### config.mk
export PLATFORM = sky130hd
export DESIGN_NAME = drc_device_flat
export DESIGN_NICKNAME = d
export VERILOG_FILES = /design/src/rtl/drc_pkg.sv /design/src/rtl/drc_link_if.sv /design/src/rtl/drc_device.sv /design/src/flat_wrapper.sv
export SDC_FILE = /design/constraint.sdc
export NUM_CORES = 1
export LEC_CHECK = 0
export BUFFER_PORTS_ARGS = -buffer_cell sky130_fd_sc_hd__buf_2
export CORE_ASPECT_RATIO = 1.2
export CORE_MARGIN = 5
export CORE_UTILIZATION = 58
export CTS_BUF_LIST = sky130_fd_sc_hd__clkbuf_8 sky130_fd_sc_hd__clkbuf_16
export DETAILED_ROUTE_END_ITERATION = 16
export PLACE_DENSITY = 0.8
export SETUP_SLACK_MARGIN = 0.3
export SLEW_MARGIN = 20
export SYNTH_ARGS = -nofsm -noshare
export SYNTH_HDL_FRONTEND = slang
export SYNTH_SLANG_ARGS = --single-unit
### constraint.sdc
create_clock -name sys_clk -period 2.5 [get_ports sys_clk]
set_clock_uncertainty 0.05 [all_clocks]
set_input_delay 0.25 -clock sys_clk [delete_from_list [all_inputs] [get_ports sys_clk]]
set_output_delay 0.25 -clock sys_clk [all_outputs]
set_load 0.005 [all_outputs]
### src/rtl/drc_pkg.sv
// Purpose: shared constants and types for reference calibration mode
// Assumes: one command clock, 100 MHz
// Notes:   waits are counted in clock cycles
`default_nettype none
package drc_pkg;
  // ----------------------------------------
  // command encoding
  // ----------------------------------------
  typedef enum logic [3:0] {
    CMD_DES, CMD_ACT, CMD_WR, CMD_WRA, CMD_RD, CMD_RDA, CMD_PRE, CMD_MRS, CMD_OTHER
  } drc_cmd_t;

  // ----------------------------------------
  // register fields
  // ----------------------------------------
  localparam int  MR_WIDTH      = 8;
  localparam int  CAL_EN_BIT    = 7;
  localparam int  RANGE_BIT     = 6;
  localparam int  VALUE_MSB     = 5;
  localparam int  SETTING_MSB   = 6;
  localparam logic [6:0] SETTING_RST   = 7'h00;
  localparam logic [5:0] CODE_RSVD_MIN = 6'h33;

  // ----------------------------------------
  // timing, ns and derived cycles
  // ----------------------------------------
  localparam int CLK_PERIOD_NS  = 10;
  localparam int ENTRY_WAIT_NS  = 150;
  localparam int EXIT_WAIT_NS   = 150;
  localparam int SETTLE_SHORT_NS = 80;
  localparam int SETTLE_LONG_NS = 250;
  localparam int ENTRY_WAIT_CYC = (ENTRY_WAIT_NS + CLK_PERIOD_NS - 1) / CLK_PERIOD_NS;
  localparam int EXIT_WAIT_CYC  = (EXIT_WAIT_NS + CLK_PERIOD_NS - 1) / CLK_PERIOD_NS;
  localparam int SETTLE_SHORT_CYC = (SETTLE_SHORT_NS + CLK_PERIOD_NS - 1) / CLK_PERIOD_NS;
  localparam int SETTLE_LONG_CYC = (SETTLE_LONG_NS + CLK_PERIOD_NS - 1) / CLK_PERIOD_NS;
  localparam int CNT_W          = 8;
endpackage : drc_pkg
`default_nettype wire

### src/rtl/drc_link_if.sv
// Purpose: command link between controller and device
// Assumes: synchronous to sys_clk
// Notes:   no clocking block
`timescale 1ns/1ps
`default_nettype none
interface drc_link_if;
  import drc_pkg::*;
  drc_cmd_t                    cmd;
  logic     [MR_WIDTH-1:0]     mrData;
  logic                        pdaMode;
  logic                        calActive;
  logic                        levelValid;
  logic                        cmdError;
  modport dev  (input cmd, input mrData, input pdaMode,
                output calActive, output levelValid, output cmdError);
  modport host (output cmd, output mrData, output pdaMode,
                input calActive, input levelValid, input cmdError);
endinterface : drc_link_if
`default_nettype wire

### src/rtl/drc_device.sv
// Purpose: device end, reference calibration mode interpreter
// Assumes: one command per cycle on the link, synchronous reset
// Notes:   settle uses short wait for moves of at most one step, long otherwise
`timescale 1ns/1ps
`default_nettype none
module drc_device #(
  parameter int ENTRY_CYC = drc_pkg::ENTRY_WAIT_CYC,
  parameter int EXIT_CYC  = drc_pkg::EXIT_WAIT_CYC
) (
  input  wire logic             sys_clk,
  input  wire logic             reset,
  input  wire logic             clkEn,
  drc_link_if.dev               link,
  output logic [6:0]            refSetting,
  output logic                  rangeSel,
  output logic                  calMode
);
  import drc_pkg::*;

  if (ENTRY_CYC < 1 || ENTRY_CYC > 255 || EXIT_CYC < 1 || EXIT_CYC > 255) begin : g_bad_wait
    $error("wait counts must be 1..255");
  end

  // ----------------------------------------
  // state
  // ----------------------------------------
  typedef enum logic [1:0] {ST_IDLE, ST_ENTRY, ST_CAL, ST_EXIT} drc_state_t;
  drc_state_t            state_r, state_nxt;
  logic [CNT_W-1:0]      cnt_r, cnt_nxt;
  logic [CNT_W-1:0]      settle_r, settle_nxt;
  logic [6:0]            setting_r, setting_nxt;
  logic                  err_r, err_nxt;
  logic                  openBank_r, openBank_nxt;

  // ----------------------------------------
  // decode
  // ----------------------------------------
  wire logic       isMrs    = (link.cmd == CMD_MRS);
  wire logic       isDes    = (link.cmd == CMD_DES);
  wire logic       calBit   = link.mrData[CAL_EN_BIT];
  wire logic       newRange = link.mrData[RANGE_BIT];
  wire logic [5:0] newCode  = link.mrData[VALUE_MSB:0];
  wire logic       legalCal = (link.cmd != CMD_OTHER)
                              && (!link.pdaMode || isMrs || isDes);
  wire logic       rangeOk  = (newRange == setting_r[RANGE_BIT]);
  wire logic       codeOk   = (newCode < CODE_RSVD_MIN);
  wire logic [5:0] diff     = (newCode > setting_r[5:0]) ? newCode - setting_r[5:0]
                                                         : setting_r[5:0] - newCode;
  wire logic [CNT_W-1:0] settleLoad = (diff <= 6'h01) ? CNT_W'(SETTLE_SHORT_CYC)
                                                      : CNT_W'(SETTLE_LONG_CYC);

  always_comb begin
    state_nxt    = state_r;
    cnt_nxt      = (cnt_r != '0) ? cnt_r - 1'b1 : cnt_r;
    settle_nxt   = (settle_r != '0) ? settle_r - 1'b1 : settle_r;
    setting_nxt  = setting_r;
    err_nxt      = 1'b0;
    openBank_nxt = openBank_r;
    if (link.cmd == CMD_ACT) openBank_nxt = 1'b1;
    if (link.cmd == CMD_PRE) openBank_nxt = 1'b0;
    case (state_r)
      ST_IDLE: begin
        if (isMrs && calBit) begin
          setting_nxt[RANGE_BIT] = newRange;
          state_nxt = ST_ENTRY;
          cnt_nxt   = CNT_W'(ENTRY_CYC);
        end else if (isMrs) begin
          setting_nxt = link.mrData[SETTING_MSB:0];
        end
      end
      ST_ENTRY: begin
        if (!isDes) err_nxt = 1'b1;
        if (cnt_r <= 1) state_nxt = ST_CAL;
      end
      ST_CAL: begin
        if (!legalCal) err_nxt = 1'b1;
        if (isMrs && calBit) begin
          if (rangeOk && codeOk) begin
            setting_nxt[5:0] = newCode;
            settle_nxt = settleLoad;
          end else begin
            err_nxt = 1'b1;
          end
        end else if (isMrs) begin
          if (openBank_r || settle_r != '0) err_nxt = 1'b1;
          state_nxt = ST_EXIT;
          cnt_nxt   = CNT_W'(EXIT_CYC);
        end
        // dummy writes before first update need no special case
      end
      ST_EXIT: begin
        if (!isDes) err_nxt = 1'b1;
        if (cnt_r <= 1) state_nxt = ST_IDLE;
      end
      default: state_nxt = ST_IDLE;
    endcase
  end

  always_ff @(posedge sys_clk) begin
    if (reset) begin
      state_r    <= ST_IDLE;
      cnt_r      <= '0;
      settle_r   <= '0;
      setting_r  <= SETTING_RST;
      err_r      <= 1'b0;
      openBank_r <= 1'b0;
    end else if (clkEn) begin
      state_r    <= state_nxt;
      cnt_r      <= cnt_nxt;
      settle_r   <= settle_nxt;
      setting_r  <= setting_nxt;
      err_r      <= err_nxt;
      openBank_r <= openBank_nxt;
    end
  end

  // ----------------------------------------
  // outputs
  // ----------------------------------------
  assign calMode         = (state_r != ST_IDLE);
  assign link.calActive  = calMode;
  assign link.levelValid = (settle_r == '0);
  assign link.cmdError   = err_r;
  assign refSetting      = setting_r;
  assign rangeSel        = setting_r[RANGE_BIT];
endmodule : drc_device
`default_nettype wire

### src/flat_wrapper.sv
// flat-port wrapper written by rule: the top's interface ports become plain ports
module drc_device_flat import drc_pkg::*;
#(
  parameter int ENTRY_CYC = drc_pkg::ENTRY_WAIT_CYC,
  parameter int EXIT_CYC  = drc_pkg::EXIT_WAIT_CYC
)
  (sys_clk, reset, clkEn, refSetting, rangeSel, calMode, link_cmd, link_mrData, link_pdaMode, link_calActive, link_levelValid, link_cmdError);
  drc_link_if link_i ();
  input  wire logic sys_clk;
  input  wire logic reset;
  input  wire logic clkEn;
  output logic [6:0] refSetting;
  output logic rangeSel;
  output logic calMode;
  input wire logic [$bits(link_i.cmd)-1:0] link_cmd;
  input wire logic [$bits(link_i.mrData)-1:0] link_mrData;
  input wire logic [$bits(link_i.pdaMode)-1:0] link_pdaMode;
  output wire logic [$bits(link_i.calActive)-1:0] link_calActive;
  output wire logic [$bits(link_i.levelValid)-1:0] link_levelValid;
  output wire logic [$bits(link_i.cmdError)-1:0] link_cmdError;
  assign link_i.cmd = link_cmd;
  assign link_i.mrData = link_mrData;
  assign link_i.pdaMode = link_pdaMode;
  assign link_calActive = link_i.calActive;
  assign link_levelValid = link_i.levelValid;
  assign link_cmdError = link_i.cmdError;
  drc_device #(.ENTRY_CYC(ENTRY_CYC), .EXIT_CYC(EXIT_CYC)) u_core (.sys_clk(sys_clk), .reset(reset), .clkEn(clkEn), .link(link_i), .refSetting(refSetting), .rangeSel(rangeSel), .calMode(calMode));
endmodule
* Yosys cells after proc, flatten, opt, wreduce, memory -nomap -nowiden
Index checks and enable logic that the tools add are counted.
Word-level totals: register bits after elaboration 27, input port bits 16, output and inout port bits 12, word-level logic and storage cells 85
Operators by class: $add $sub $neg 4, $lt $le $gt $ge 4, equal/unequal tests 17, multiplexer cells 32, reduce and logical (&&, ||, !) cells 21
Operator list (number):
- $mux 8 | 8
- $mux 6 | 4
- $pmux 8 s2 | 1
- $reduce_bool 8->1 | 2
- $sub 8x1->8 const B | 2
- $ne 2x1->1 const B | 7
- $pmux 6 s2 | 1
- $reduce_and 6->1 | 2
- $sub 6x6->6 | 2
- $mux 2 | 5
- $mux 1 | 9
- $eq 4x3->1 const B | 2
- $le 8x1->1 const B | 1
- $logic_not 8->1 | 1
- $pmux 2 s4 | 1
- $reduce_bool 2->1 | 4
- $mux 7 | 1
- $gt 6x6->1 | 1
- $le 6x1->1 const B | 1
- $lt 6x6->1 const B | 1
- $mux 5 | 1
- $eq 2x2->1 const B | 2
- $eq 4x1->1 const B | 1
- $logic_not 4->1 | 1
- other kinds (12) | 17

* Longest topological paths before layout
word-level depth 9, mapped depth 10, depth with buffers taken out 10

* Worst setup path after synthesis
Ideal clock, no wire load.
path type reg2reg, start point register u_core.setting_r[0] (netlist: u_core.refSetting[0]), end point register u_core.settle_r[4], library setup time 126 ps, arrival time 2023 ps, data required time 2324 ps, slack 301 ps, stages on the path, launching flop included 10, buffers on the path 0, clock period less this slack 2199 ps, path through dfxtp_1 ha_1 inv_1 fa_1 a211o_1 a21o_1 a211oi_1 o2111ai_1 a41oi_1 o21ai_0
On the way: cells in the longest elaborated chain, start to end 7, elaborated cells between the ends (all ways) 9, classes of those cells add/sub: 2; order compare: 2; mux: 5
RTL lines:
- from (decl) | RTL line drc_device.sv:31 | logic [6:0] setting_r, setting_nxt;
- from (signal assigned) | RTL line drc_device.sv:111 | setting_r <= setting_nxt;
- $sub 6x6->6 (tied with other cells) | RTL line drc_device.sv:48 | : setting_r[5:0] - newCode;
- $mux 6 * | RTL line drc_device.sv:47 | wire logic [5:0] diff = (newCode > setting_r[5:0]) ? newCode - setting_r[5:0]
- $le 6x1->1 * | RTL line drc_device.sv:49 | wire logic [CNT_W-1:0] settleLoad = (diff <= 6'h01) ? CNT_W'(SETTLE_SHORT_CYC)
- $mux 5 * | RTL line drc_device.sv:49
- $mux 8 * | RTL line drc_device.sv:78 | if (rangeOk && codeOk) begin
- $mux 8 * | RTL line drc_device.sv:77 | if (isMrs && calBit) begin
- $mux 8 * | RTL line drc_device.sv:61 | case (state_r)
- to (signal assigned) | RTL line drc_device.sv:110 | settle_r <= settle_nxt;
- to (decl) | RTL line drc_device.sv:30 | logic [CNT_W-1:0] settle_r, settle_nxt;
Mark *: on every way between the ends. The rest lies on a longest branch, timed or not. A chain may end at the register's enable or synchronous reset.

* Worst setup path in the final report
start point register u_core.setting_r[0] (netlist: u_core.refSetting[0]), end point register u_core.settle_r[0]
The elaborated chain is that of the path after synthesis.

==> metrics.cfg <==
[run_status]
run_status=finished, final reports clean

[timing]
hold_viol_final=0
slew_headroom=0.670
rsz0062_at_grt=yes
period_share=0.866
hold_ws_ns=0.184
fmax_mhz=462
fin_crit_ns=2.17
slew_viol_final=0
setup_viol=0
finalSetupTns_ns=0
tightestPinTransition_ns=0.495

[synthesis]
yosys_warnings=0
synth_edf_count=0
synthSimpleGateAreaFrac=0.236
synth_common_cells=30 x nor2_1, 27 x dfxtp_1, 24 x inv_1
async_reset_ff_frac=0
synth_seq_cells=27
synth_compound_area_frac=0.193
synth_top_family_by_area=simple AND/OR/NAND/NOR gates
synth_cells=263
ys.flop_type=dfxtp_1
synthTopCellsByArea=dfxtp_1 26%, ha_1 12%, nor2_1 5.4%
synth_fa_ha_area_frac=0.140
synth_mux_area_frac=0.0544
yosysSeqAreaShare=0.261
post-synth-top-area-cell=dfxtp_1
syn_area_mm2=0.00207
avgSynthCellArea_um2=7.87
yosysTopAreaCellShare=0.261
synth-xor-area-share=0.0466
synthesis.nets=301
yosysMostFrequentCell=nor2_1
synth_cell_types=50

[power]
ir_drop_mv=0.337
leakage_nw=0.996
p_per_area_mw_per_mm2=871

[final_layout]
post_route_cells_drive_above_1_share=0.192
final_area_mm2=0.00231
area_delta_synth_final_pct=11.8
fin_util=0.681
nNetsFinal=325
final.fill_count=309
diodes=0
final_cells=323

[die]
pin_count=28
die_w_um=64.5
start_util=0.609
core-area_mm2=0.00340
die-area_mm2=0.00487
rows=23
die_y_um=75.4

[routing]
drtAntennaViolNets=0
via_per_inst=5.93
drt_wl_total_mm=4.50
wire_per_inst_um=13.9
firstDrtPassIters=4
drcViolationCount=0
drt_iter0_drc=115
vias=1916

[setup_path]
worstPathArrival_ns=2.27
cp_max_fo=4
r2r_slack_ns=0.33
worst_r2r_startpoint=u_core.refSetting[0]
reg2regPathDepth=9
cp-end-kind=flip-flop
required_ns=2.61
rr_endpoint=u_core.settle_r[0]
path_class=reg -> reg
start_kind=flip-flop

[global_route]
grt_usage=0.196
grt_start_max_net_pins=25
grt_pass1_vias=1763
antenna_found_initial=0
gr-total-overflow=0
grt_pass1_wl_mm=7.71

[cts]
root_buffer=clkbuf_8
clk_latency_ns=0.27
ctsHtreeMaxLevel=1
path_clk_slew_ns=0.10
tritoncts=built
clock-sinks=27
numCtsBuffers=3
cts_buffer_depth=2
cts-hold-fix-buffers=0

[flow_run]
max_cap_viol_count=0

[placement]
port-buffer-count=27
place_area_mm2=0.00222
gp_congestion=0.832
placed_cells=319
hpwl_mm=3.37

[worst_hold_path]
hp-class=in -> reg
min_to=u_core.refSetting[6]
worstHoldStart=link_mrData[6]
hold_depth=3

[flip-flops by register name, summed over array words and instances (netlist names)]
name / count
u_core.settle_r: 8
u_core.state_r: 2
u_core.cnt_r: 8
u_core.openBank_r: 1
u_core.refSetting: 7
u_core.link.cmdError: 1
[power by group]
part           total, mW  switching [mW]  internal (mW)
Sequential         0.665           0.121          0.544
Combinational       1.10           0.601          0.498
Clock              0.251           0.140          0.112
Total               2.01           0.861           1.15
[repair_timing]
| action | in CTS | in global routing |
|---|---|---|
| cloned | 0 | 0 |
| setup endpoints to repair | 2 | 5 |
| resized for setup | 5 | 10 |
| pin swaps | 3 | 3 |
| setup buffers | 0 | 0 |
[cell usage in the layout, fill, tap and decap left out, types with 2 or more instances in the layout]
master,netlist,routed
nor3_1,15,14
buf_4,2,2
o21ai_0,17,15
nand2b_1,3,3
nor2_1,30,30
mux2i_1,9,9
nand3b_1,3,3
nor2b_1,2,2
inv_1,24,23
or2_2,4,4
clkbuf_8,0,3
xnor2_1,6,6
a21oi_1,18,17
dfxtp_1,27,25
xor2_1,5,5
o21ai_1,0,2
nor4_1,3,2
buf_2,2,27
mux2_2,2,2
a211oi_1,5,4
ha_1,20,19
nand4b_1,2,2
and3_1,4,4
fa_2,0,2
a21o_1,4,4
o31ai_1,3,3
o22ai_1,4,4
nand3_1,7,7
a21oi_2,1,2
nand2_1,12,12
[cell families (layout without fill, tap and decap cells)]
kind of cell | after synthesis | count (layout)
mux | 11 | 11
simple gates | 93 | 93
xor+xnor | 11 | 11
compound gates | 64 | 64
fa+ha+maj | 22 | 22
flops | 27 | 27
buf+inv | 35 | 58
[worst max-delay path: stages (launching register included)]
cell       delay [ns]
dfxtp_4          0.38
ha_4             0.13
inv_2            0.03
fa_2             0.34
a211o_1          0.29
a21o_1           0.17
a211oi_2         0.20
o2111ai_2        0.16
a31oi_1          0.22
o21ai_1          0.09
[per-stage QoR]
stage / total power, mW / setup WS, ns
2_1_floorplan: 1.50 / 0.301
3_3_place_gp: 1.70 / 0.165
3_5_place_dp: 1.73 / 0.0972
4_1_cts: 1.99 / 0.313
5_1_grt: 2.20 / 0.214
6_report: 2.01 / 0.334
[how the worst max path moves through the flow]
stage                         end  cells past startpoint                  from
6_report       u_core.settle_r[0]                      9  u_core.refSetting[0]
5_1_grt        u_core.settle_r[0]                      8  u_core.refSetting[1]
4_1_cts        u_core.settle_r[4]                      9  u_core.refSetting[0]
3_5_place_dp   u_core.settle_r[4]                     11        link_mrData[0]
3_3_place_gp   u_core.settle_r[4]                     11        link_mrData[0]
2_1_floorplan  u_core.settle_r[4]                      9  u_core.refSetting[0]
[final cells by class]
type                            count  area (um^2)  share of cell area
Clock buffer                        3         41.3              0.0178
Clock inverter                      1         5.00             0.00216
Inverter                           25         93.8              0.0406
Multi-Input combinational cell    201         1430               0.619
Sequential cell                    27          546               0.236
Tap cell                           37         46.3              0.0200
Timing Repair Buffer               29          150              0.0649
[routing by layer]
layer,share of wire,up-vias,global-route usage,wire length [um]
met5,0,-,0,0
met4,0.0082,0,0.0516,37
met3,0.034,2,0.0251,154
met2,0.50,34,0.357,2260
met1,0.46,907,0.247,2050
li1,-,973,-,-
(Power assumes the default switching activity.)
